**src/pmst_defines.vh**
```
// register offsets, field positions and codes for the power/self-test bank
`ifndef PMST_DEFINES_VH
`define PMST_DEFINES_VH

`define PMST_ADDR_W          8
`define PMST_OFF_POWER       8'h1c
`define PMST_OFF_XDRV        8'h20
`define PMST_OFF_YDRV        8'h21
`define PMST_OFF_ZDRV        8'h22
`define PMST_OFF_OPMODE      8'h10

`define PMST_RST_BYTE        8'h00
`define PMST_ACT_LSB         0
`define PMST_ACT_MSB         2
`define PMST_WATCH_LSB       4
`define PMST_WATCH_MSB       6
`define PMST_HS_BIT          7
`define PMST_POS_BIT         2
`define PMST_NEG_BIT         3
`define PMST_XINIT_BIT       0
`define PMST_YINIT_BIT       7

`define PMST_PWR_LOW         3'h0
`define PMST_PWR_ULTRA       3'h3
`define PMST_PWR_PREC        3'h4

`define PMST_SEL_LOW         2'h0
`define PMST_SEL_ULTRA       2'h1
`define PMST_SEL_PREC        2'h2

`define PMST_Y_LIVE          8'h80
`define PMST_Y_IDLE          8'h00

`define PMST_MODE_SLEEP      3'h0
`define PMST_MODE_WATCH      3'h2
`define PMST_MODE_STANDBY    3'h1
`define PMST_MODE_ACTIVE     3'h5
`define PMST_MODE_SWATCH     3'h6
`define PMST_MODE_TRIGGERED_CAPTURE_MODE       3'h7

`endif

```
**src/pmst_regs.v**
```verilog
// power setting and drive-motion self-test register bank
//
// Notes on behaviour
// - bits [2:0] of power register pick active-mode power: 000/011/100
// - bits [6:4] of power register pick watch-mode power, same codes
// - bit 7 of power register always reads back as zero
// - x bit 2 set drives the element in positive x
// - x bit 3 set drives the element in negative x
// - y register reads 0x80 in running modes, 0x00 in sleep/standby
// - y bit 2 set drives the element in positive y
// - y bit 3 set drives the element in negative y
// - z bit 2 set drives the element in positive z
// - z bit 3 set drives the element in negative z
// - activity seen in watch mode raises a wake request; the mode switch is left upstream
`timescale 1ns/1ps
module pmst_regs (
    clk,
    arst_n,
    addr,
    wdata,
    wr,
    rd,
    rdata_ff,
    op_mode,
    activity,
    act_pwr_sel_ff,
    watch_pwr_sel_ff,
    wake_req_ff,
    hs_enable_ff,
    x_pos_ff,
    x_neg_ff,
    y_pos_ff,
    y_neg_ff,
    z_pos_ff,
    z_neg_ff,
    x_init_ff,
    y_init_ff
);
`include "pmst_defines.vh"
    input  wire       clk;
    input  wire       arst_n;
    input  wire [7:0] addr;
    input  wire [7:0] wdata;
    input  wire       wr;
    input  wire       rd;
    output reg  [7:0] rdata_ff;
    input  wire [2:0] op_mode;
    input  wire       activity;
    output wire [1:0] act_pwr_sel_ff;
    output wire [1:0] watch_pwr_sel_ff;
    output reg        wake_req_ff;
    output reg        hs_enable_ff;
    output reg        x_pos_ff;
    output reg        x_neg_ff;
    output reg        y_pos_ff;
    output reg        y_neg_ff;
    output reg        z_pos_ff;
    output reg        z_neg_ff;
    output reg        x_init_ff;
    output reg        y_init_ff;

    ////////////////////////////////////////////////////////////////////////
    // stored fields and their next values
    reg  [2:0] act_pwr_ff;
    reg  [2:0] watch_pwr_ff;
    reg  [2:0] nxt_act_pwr;
    reg  [2:0] nxt_watch_pwr;
    reg        nxt_hs_enable;
    reg        nxt_x_pos;
    reg        nxt_x_neg;
    reg        nxt_x_init;
    reg        nxt_y_pos;
    reg        nxt_y_neg;
    reg        nxt_y_init;
    reg        nxt_z_pos;
    reg        nxt_z_neg;
    reg        nxt_wake_req;
    reg  [7:0] nxt_rdata;

    // strobes qualified by an exact address match
    wire       wr_pwr;
    wire       wr_x;
    wire       wr_y;
    wire       wr_z;
    wire       running;

    // exact byte compare; a partial decode would alias the neighbours
    function hit;
        input [7:0] a;
        input [7:0] off;
        begin
            hit = (a == off);
        end
    endfunction

    // sleep and standby report idle, every other code counts as running
    // unassigned codes are treated as running too
    function is_running;
        input [2:0] mode;
        begin
            case (mode)
                `PMST_MODE_SLEEP,
                `PMST_MODE_STANDBY: is_running = 1'b0;
                default:            is_running = 1'b1;
            endcase
        end
    endfunction

    // power image; the high-speed bit and reserved bit 3 read zero
    function [7:0] pwr_image;
        input [2:0] act;
        input [2:0] watch;
        begin
            pwr_image = `PMST_RST_BYTE;
            pwr_image[`PMST_ACT_MSB:`PMST_ACT_LSB]     = act;
            pwr_image[`PMST_WATCH_MSB:`PMST_WATCH_LSB] = watch;
            pwr_image[`PMST_HS_BIT]                    = 1'b0;
        end
    endfunction

    // drive image: only the two direction bits are kept
    function [7:0] drv_image;
        input pos;
        input neg;
        begin
            drv_image = `PMST_RST_BYTE;
            drv_image[`PMST_POS_BIT] = pos;
            drv_image[`PMST_NEG_BIT] = neg;
        end
    endfunction

    assign wr_pwr  = wr && hit(addr, `PMST_OFF_POWER);
    assign wr_x    = wr && hit(addr, `PMST_OFF_XDRV);
    assign wr_y    = wr && hit(addr, `PMST_OFF_YDRV);
    assign wr_z    = wr && hit(addr, `PMST_OFF_ZDRV);
    assign running = is_running(op_mode);

    ////////////////////////////////////////////////////////////////////////
    // power register: both fields and the high-speed bit load together
    always @* begin
        nxt_act_pwr   = act_pwr_ff;
        nxt_watch_pwr = watch_pwr_ff;
        nxt_hs_enable = hs_enable_ff;
        if (wr_pwr) begin
            nxt_act_pwr   = wdata[`PMST_ACT_MSB:`PMST_ACT_LSB];
            nxt_watch_pwr = wdata[`PMST_WATCH_MSB:`PMST_WATCH_LSB];
            // write-only; readback hides it, so the host keeps a copy
            nxt_hs_enable = wdata[`PMST_HS_BIT];
        end
    end

    always @(posedge clk or negedge arst_n) begin
        if (!arst_n) begin
            act_pwr_ff   <= `PMST_PWR_LOW;
            watch_pwr_ff <= `PMST_PWR_LOW;
            hs_enable_ff <= 1'b0;
        end else begin
            act_pwr_ff   <= nxt_act_pwr;
            watch_pwr_ff <= nxt_watch_pwr;
            hs_enable_ff <= nxt_hs_enable;
        end
    end

    // decoders add a cycle: select outputs follow a write by two

    pmst_pwr_decode u_act_dec (
        .clk    (clk),
        .arst_n (arst_n),
        .code   (act_pwr_ff),
        .sel_ff (act_pwr_sel_ff)
    );

    pmst_pwr_decode u_watch_dec (
        .clk    (clk),
        .arst_n (arst_n),
        .code   (watch_pwr_ff),
        .sel_ff (watch_pwr_sel_ff)
    );

    ////////////////////////////////////////////////////////////////////////
    // x drive register: write-only, the stored bits never reach rdata
    // both directions may be set at once; nothing arbitrates them
    always @* begin
        nxt_x_pos  = x_pos_ff;
        nxt_x_neg  = x_neg_ff;
        nxt_x_init = x_init_ff;
        if (wr_x) begin
            nxt_x_pos  = wdata[`PMST_POS_BIT];
            nxt_x_neg  = wdata[`PMST_NEG_BIT];
            nxt_x_init = wdata[`PMST_XINIT_BIT];
        end
    end

    always @(posedge clk or negedge arst_n) begin
        if (!arst_n) begin
            x_pos_ff  <= 1'b0;
            x_neg_ff  <= 1'b0;
            x_init_ff <= 1'b0;
        end else begin
            x_pos_ff  <= nxt_x_pos;
            x_neg_ff  <= nxt_x_neg;
            x_init_ff <= nxt_x_init;
        end
    end

    ////////////////////////////////////////////////////////////////////////
    // y drive register: readback follows the mode, not these bits
    always @* begin
        nxt_y_pos  = y_pos_ff;
        nxt_y_neg  = y_neg_ff;
        nxt_y_init = y_init_ff;
        if (wr_y) begin
            nxt_y_pos  = wdata[`PMST_POS_BIT];
            nxt_y_neg  = wdata[`PMST_NEG_BIT];
            nxt_y_init = wdata[`PMST_YINIT_BIT];
        end
    end

    always @(posedge clk or negedge arst_n) begin
        if (!arst_n) begin
            y_pos_ff  <= 1'b0;
            y_neg_ff  <= 1'b0;
            y_init_ff <= 1'b0;
        end else begin
            y_pos_ff  <= nxt_y_pos;
            y_neg_ff  <= nxt_y_neg;
            y_init_ff <= nxt_y_init;
        end
    end

    ////////////////////////////////////////////////////////////////////////
    // z drive register: reserved bits are not kept
    always @* begin
        nxt_z_pos = z_pos_ff;
        nxt_z_neg = z_neg_ff;
        if (wr_z) begin
            nxt_z_pos = wdata[`PMST_POS_BIT];
            nxt_z_neg = wdata[`PMST_NEG_BIT];
        end
    end

    always @(posedge clk or negedge arst_n) begin
        if (!arst_n) begin
            z_pos_ff <= 1'b0;
            z_neg_ff <= 1'b0;
        end else begin
            z_pos_ff <= nxt_z_pos;
            z_neg_ff <= nxt_z_neg;
        end
    end

    ////////////////////////////////////////////////////////////////////////
    // one pulse per activity cycle while watching; mode change is upstream
    always @* begin
        nxt_wake_req = activity &&
                       (op_mode == `PMST_MODE_WATCH);
    end

    always @(posedge clk or negedge arst_n) begin
        if (!arst_n) begin
            wake_req_ff <= 1'b0;
        end else begin
            wake_req_ff <= nxt_wake_req;
        end
    end

    ////////////////////////////////////////////////////////////////////////
    // read data is zero except in the cycle after a read strobe
    always @* begin
        nxt_rdata = `PMST_RST_BYTE;
        if (rd) begin
            case (addr)
                `PMST_OFF_POWER: begin
                    nxt_rdata = pwr_image(act_pwr_ff, watch_pwr_ff);
                end
                `PMST_OFF_YDRV: begin
                    nxt_rdata = running ? `PMST_Y_LIVE : `PMST_Y_IDLE;
                end
                `PMST_OFF_ZDRV: begin
                    nxt_rdata = drv_image(z_pos_ff, z_neg_ff);
                end
                // write-only x and unmapped bytes read as zero
                default: begin
                    nxt_rdata = `PMST_RST_BYTE;
                end
            endcase
        end
    end

    // registered so the host sees a settled byte for one full cycle
    always @(posedge clk or negedge arst_n) begin
        if (!arst_n) begin
            rdata_ff <= `PMST_RST_BYTE;
        end else begin
            rdata_ff <= nxt_rdata;
        end
    end
endmodule

```
**src/pmst_pwr_decode.v**
```verilog
// decodes a 3-bit power setting and holds it, reserved codes fall back low
`timescale 1ns/1ps
module pmst_pwr_decode (
    clk,
    arst_n,
    code,
    sel_ff
);
`include "pmst_defines.vh"
    input  wire       clk;
    input  wire       arst_n;
    input  wire [2:0] code;
    output reg  [1:0] sel_ff;

    reg [1:0] nxt_sel;

    // one-hot-ish select: 00 low, 01 ultra-low, 10 precision
    always @* begin
        case (code)
            `PMST_PWR_ULTRA: nxt_sel = `PMST_SEL_ULTRA;
            `PMST_PWR_PREC:  nxt_sel = `PMST_SEL_PREC;
            default:         nxt_sel = `PMST_SEL_LOW;
        endcase
    end

    always @(posedge clk or negedge arst_n) begin
        if (!arst_n) begin
            sel_ff <= `PMST_SEL_LOW;
        end else begin
            sel_ff <= nxt_sel;
        end
    end
endmodule

```
**config.mk**
```make
export PLATFORM = sky130hd
export DESIGN_NAME = pmst_regs
export DESIGN_NICKNAME = d
export VERILOG_FILES = /design/src/pmst_regs.v /design/src/pmst_pwr_decode.v
export VERILOG_INCLUDE_DIRS = /design/src
export SDC_FILE = /design/constraint.sdc
export NUM_CORES = 1
export LEC_CHECK = 0
export CAP_MARGIN = 20
export CORE_MARGIN = 1
export CORE_UTILIZATION = 59
export DETAILED_ROUTE_END_ITERATION = 12
export DONT_BUFFER_PORTS = 1
export PLACE_DENSITY_LB_ADDON = 0.1
export SLEW_MARGIN = 15
export SYNTH_ARGS = -nofsm -noshare
export SYNTH_HDL_FRONTEND = slang
export SYNTH_HIERARCHICAL = 1
export SYNTH_SLANG_ARGS = --single-unit
```
**constraint.sdc**
```tcl
create_clock -name clk -period 1 [get_ports clk]
set_input_delay 0.1 -clock clk [delete_from_list [all_inputs] [get_ports clk]]
set_output_delay 0.1 -clock clk [all_outputs]
set_load 0.01 [all_outputs]
```
After elaboration in Yosys (flattened, before gate mapping)
Index checks and enable logic that the tools add are counted.
{"block": "word_totals", "reg_bits": 28, "in_bits": 24, "output_inout_bits": 22}
{"block": "classes", "n_eq_ne": 10, "mux": 5, "n_reduce_logical": 7}
{"op": "8-bit by 6-bit == test with 1-bit output, second input constant", "n": 3}
{"op": "8-bit one-hot mux with 3 select lines", "n": 1}
{"op": "8-bit two-way mux", "n": 2}
{"op": "3-bit by 2-bit == test with 1-bit output, second input constant", "n": 3}
{"op": "8-bit by 5-bit == test with 1-bit output, second input constant", "n": 1}
{"op": "2-bit one-hot mux with 2 select lines", "n": 2}
{"op": "3-bit == test, second input constant", "n": 2}
{"op": "1-bit logical AND", "n": 5}
{"op": "3-bit by 1-bit == test with 1-bit output, second input constant", "n": 1}
{"op": "3-bit logical NOT", "n": 1}
{"op": "2-bit OR reduction", "n": 1}

Depth between registers and ports, before layout
{"block": "depth", "word_depth": 5, "ltp_mapped": 3, "mapped_depth_nobuf": 3}

By module
The synthesis kept the hierarchy.
{"mod": "pmst_regs", "instances": 1, "cells_per_inst": 60, "area_per_inst_um2": 939.7, "seq_area_each_um2": 600.6}
{"mod": "pmst_pwr_decode", "instances": 2, "cells_per_inst": 4, "area_per_inst_um2": 71.3, "seq_area_each_um2": 50.0}

Least setup slack after synthesis
OpenSTA, ideal clock, no wires.
{"block": "synth_path", "path_kind": "input port to flip-flop", "from": "input port addr[7]", "to": "register act_pwr_ff[0]", "setup_time_ns": 0.125, "arrival_time_ns": 0.893, "setup_slack_ns": -0.017, "path_stages": 3, "path_buffers": 0, "cell_sequence": "nor2_1 > nand4_2 > mux2_2"}
{"block": "synth_via", "elab_chain_len": 2}
{"item": "from (decl)", "line_no": "pmst_regs.v:42", "rtl": "input wire [7:0] addr;"}
{"item": "8-bit by 5-bit == test with 1-bit output"}
{"item": "1-bit logical AND", "line_no": "pmst_regs.v:132", "rtl": "assign wr_pwr = wr && hit(addr, `PMST_OFF_POWER);"}
{"item": "to (signal assigned)", "line_no": "pmst_regs.v:154", "rtl": "act_pwr_ff <= `PMST_PWR_LOW;"}
{"item": "to (signal assigned)", "line_no": "pmst_regs.v:158", "rtl": "act_pwr_ff <= nxt_act_pwr;"}
{"item": "to (decl)", "line_no": "pmst_regs.v:64", "rtl": "reg [2:0] act_pwr_ff;"}
Every way passes these cells.
A chain may end at the register's enable or synchronous reset.

Worst setup path in the final report
{"block": "layout_path", "from": "register z_pos_ff", "to": "output port z_pos_ff"}
{"item": "from (decl)", "line_no": "pmst_regs.v:57", "rtl": "output reg z_pos_ff;"}
{"item": "from (signal assigned)", "line_no": "pmst_regs.v:247", "rtl": "z_pos_ff <= nxt_z_pos;"}
No word-level cell between the ends.

==> metrics.cfg <==
[worst_hold_path]
hp-class=primary input to flop
hp-start=addr[0]

[floorplanning]
placementRows=15
dieArea_mm2=0.00201
die_y_um=44.8
ios=46
core_mm2=0.00173
start_util=0.627
die_x_um=44.8

[worst_setup_path]
start_kind=flop
cp_data_required_time_ns=0.90
crit_start=z_pos_ff$_DFFE_PN0P_
path_max_fanout=3
crit_type=flop to output pin
end_kind=output pin
crit_arrival_ns=0.78
timing.rr.start=z_pos_ff$_DFFE_PN0P_

[logic_synthesis]
synth_cell_types=17
syn_nets=92
synth.avg_cell_area_um2=15.9
synth-seq-cells=28
synth_area_mm2=0.00108
ys_seq_area_frac=0.647
synth_cells=68
ys_warn_count=6

[route]
routedWlPerCell_um=15.2
antenna_left=0
vias=611
drt_pre_antenna_iters=2
drt_iter0_drc=7
drc=0
wl_um=1710
routed_via_density=5.46

[job]
drv_cap=0

[sta]
setup_viol=0
finalSetupTns_ns=0
worstMarginPinSlew_ns=0.267
slew_violations=0
max_freq_mhz=1140
finalHoldViolCount=0
fin_crit_ns=0.876
min_period_over_period=0.876
fin_skew_ns=0.00841
relSlewSlack=0.821
rsz0062_at_grt=false
setup_ws_ns=0.124

[final_layout]
syn2layout_area_growth_pct=22.5
fin_area_mm2=0.00133
diodes=0
fillers=112
drive_above_1_share=0.322
nets=112

[placement]
placed_area_mm2=0.00112
routabilityCongestion=0.741
hpwlAfterDp_um=1140
place_ws_ns=-0.0997
port_buffers=0

[clock_network]
cts_resized=0
cts_root_buffer=clkbuf_4
insertion_delay_ns=0.32
cts_buffer_depth=2
htree_num_levels=1
cts_hold_buf=14
post_cts.repair.setup_buffers=0
cts_tree=yes
clkTransAtPathRegs_ns=0.14
cts.sinks=28
cts_made_buffers=3

[power_and_ir_drop]
cellPowerDensity_mw_per_mm2=1550
p_leak_nw=0.678
peakVddDrop_v=0.00114

[grt]
grt_use_total=0.195
first_global_vias=592
overflow=0
grt_start_max_net_pins=29
antenna_found_initial=0
grt_pass1_wl_um=2790

[run_status]
status=complete, no violations

## report_power, final
group	internal, mW	switching [mW]
clock network	0.405	0.322
registers	1.17	0.0366
logic	0.0803	0.0501
total	1.65	0.409
## synth_stat cells, drive strengths merged
cell type	instances	area [um2]
dfrtp	28	701
mux2	15	169
and2	5	31.3
nand4	4	31.3
and3	2	13.8
and3b	2	17.5
nor2	2	7.51
nor2b	2	12.5
nor3b	2	25.0
a32o	1	10.0
and4	1	8.76
and4b	1	11.3
nor4b	1	23.8
nor4bb	1	10.0
o211a	1	10.0
## sequential cells by signal, summed over array words and instances (netlist names)
register            flops
rdata_ff                8
x_pos_ff                1
watch_pwr_ff            3
z_pos_ff                1
x_init_ff               1
act_pwr_ff              3
y_neg_ff                1
y_pos_ff                1
y_init_ff               1
u_act_dec/sel_ff        2
u_watch_dec/sel_ff      2
hs_enable_ff            1
x_neg_ff                1
z_neg_ff                1
wake_req_ff             1
## layer usage
| layer | GRT usage | vias up | part of all wire | wire length, um |
|---|---|---|---|---|
| met5 | 0 | - | 0 | 0 |
| met4 | 0.0545 | 0 | 0 | 0 |
| met1 | 0.245 | 298 | 0.44 | 748 |
| li1 | - | 288 | - | - |
| met2 | 0.332 | 25 | 0.50 | 851 |
| met3 | 0.0520 | 0 | 0.063 | 107 |
## cell type report
cell class / count / area (um2) / share of cell area
Multi-Input combinational cell: 40 / 384 / 0.290
Clock inverter: 1 / 30.0 / 0.0226
Clock buffer: 3 / 22.5 / 0.0170
Timing Repair Buffer: 15 / 158 / 0.119
Sequential cell: 28 / 701 / 0.528
Tap cell: 25 / 31.3 / 0.0236
## path summary, 6_finish.rpt
kind / to / slack, ns / cells past startpoint
setup / recovery: z_pos_ff / 0.12 / 0
hold / removal: rdata_ff[3]$_DFF_PN0_ / 0.03 / 2
setup reg to reg: z_pos_ff$_DFFE_PN0P_ / 0.16 / 1
hold reg to reg: u_watch_dec/sel_ff[1]$_DFF_PN0_ / 0.49 / 1
max in group asynchronous: rdata_ff[2]$_DFF_PN0_ / 0.66 / 2
min in group asynchronous: rdata_ff[5]$_DFF_PN0_ / 0.19 / 2
## cells in the final DEF (no fill, tap or decap)
master	count
dfrtp_1	28
o211a_1	1
nor4b_4	1
and4_1	1
and3b_1	2
and3_1	1
buf_4	1
buf_12	1
nor3b_2	2
and2_1	5
a32o_1	1
nor2_2	1
dlygate4sd3_1	13
nand4_1	3
clkbuf_4	3
bufinv_16	1
nor2b_1	2
nor4bb_1	1
mux2_2	15
nor2_1	1
and3_2	1
and4b_2	1
nand4_2	1
## stage by stage
step / total power, mW / cells / utilization / hold slack, ns
final: 2.06 / 112 / 0.768 / 0.0331
after global routing: 2.14 / 112 / 0.768 / 0.0409
after CTS: 2.07 / 112 / 0.768 / 0.0271
after detailed placement: 1.28 / 94 / 0.651 / -0.195
after global placement: 1.28 / 94 / 0.651 / -0.195
after floorplan: 1.27 / 68 / - / -0.196
## cells by family after synthesis
group,count (synthesis),synth area share
muxes,15,0.156
and+or+nand+nor,23,0.178
AOI/OAI and AO/OA,2,0.0185
DFF,28,0.647
Power figures use the tool's default switching activity.
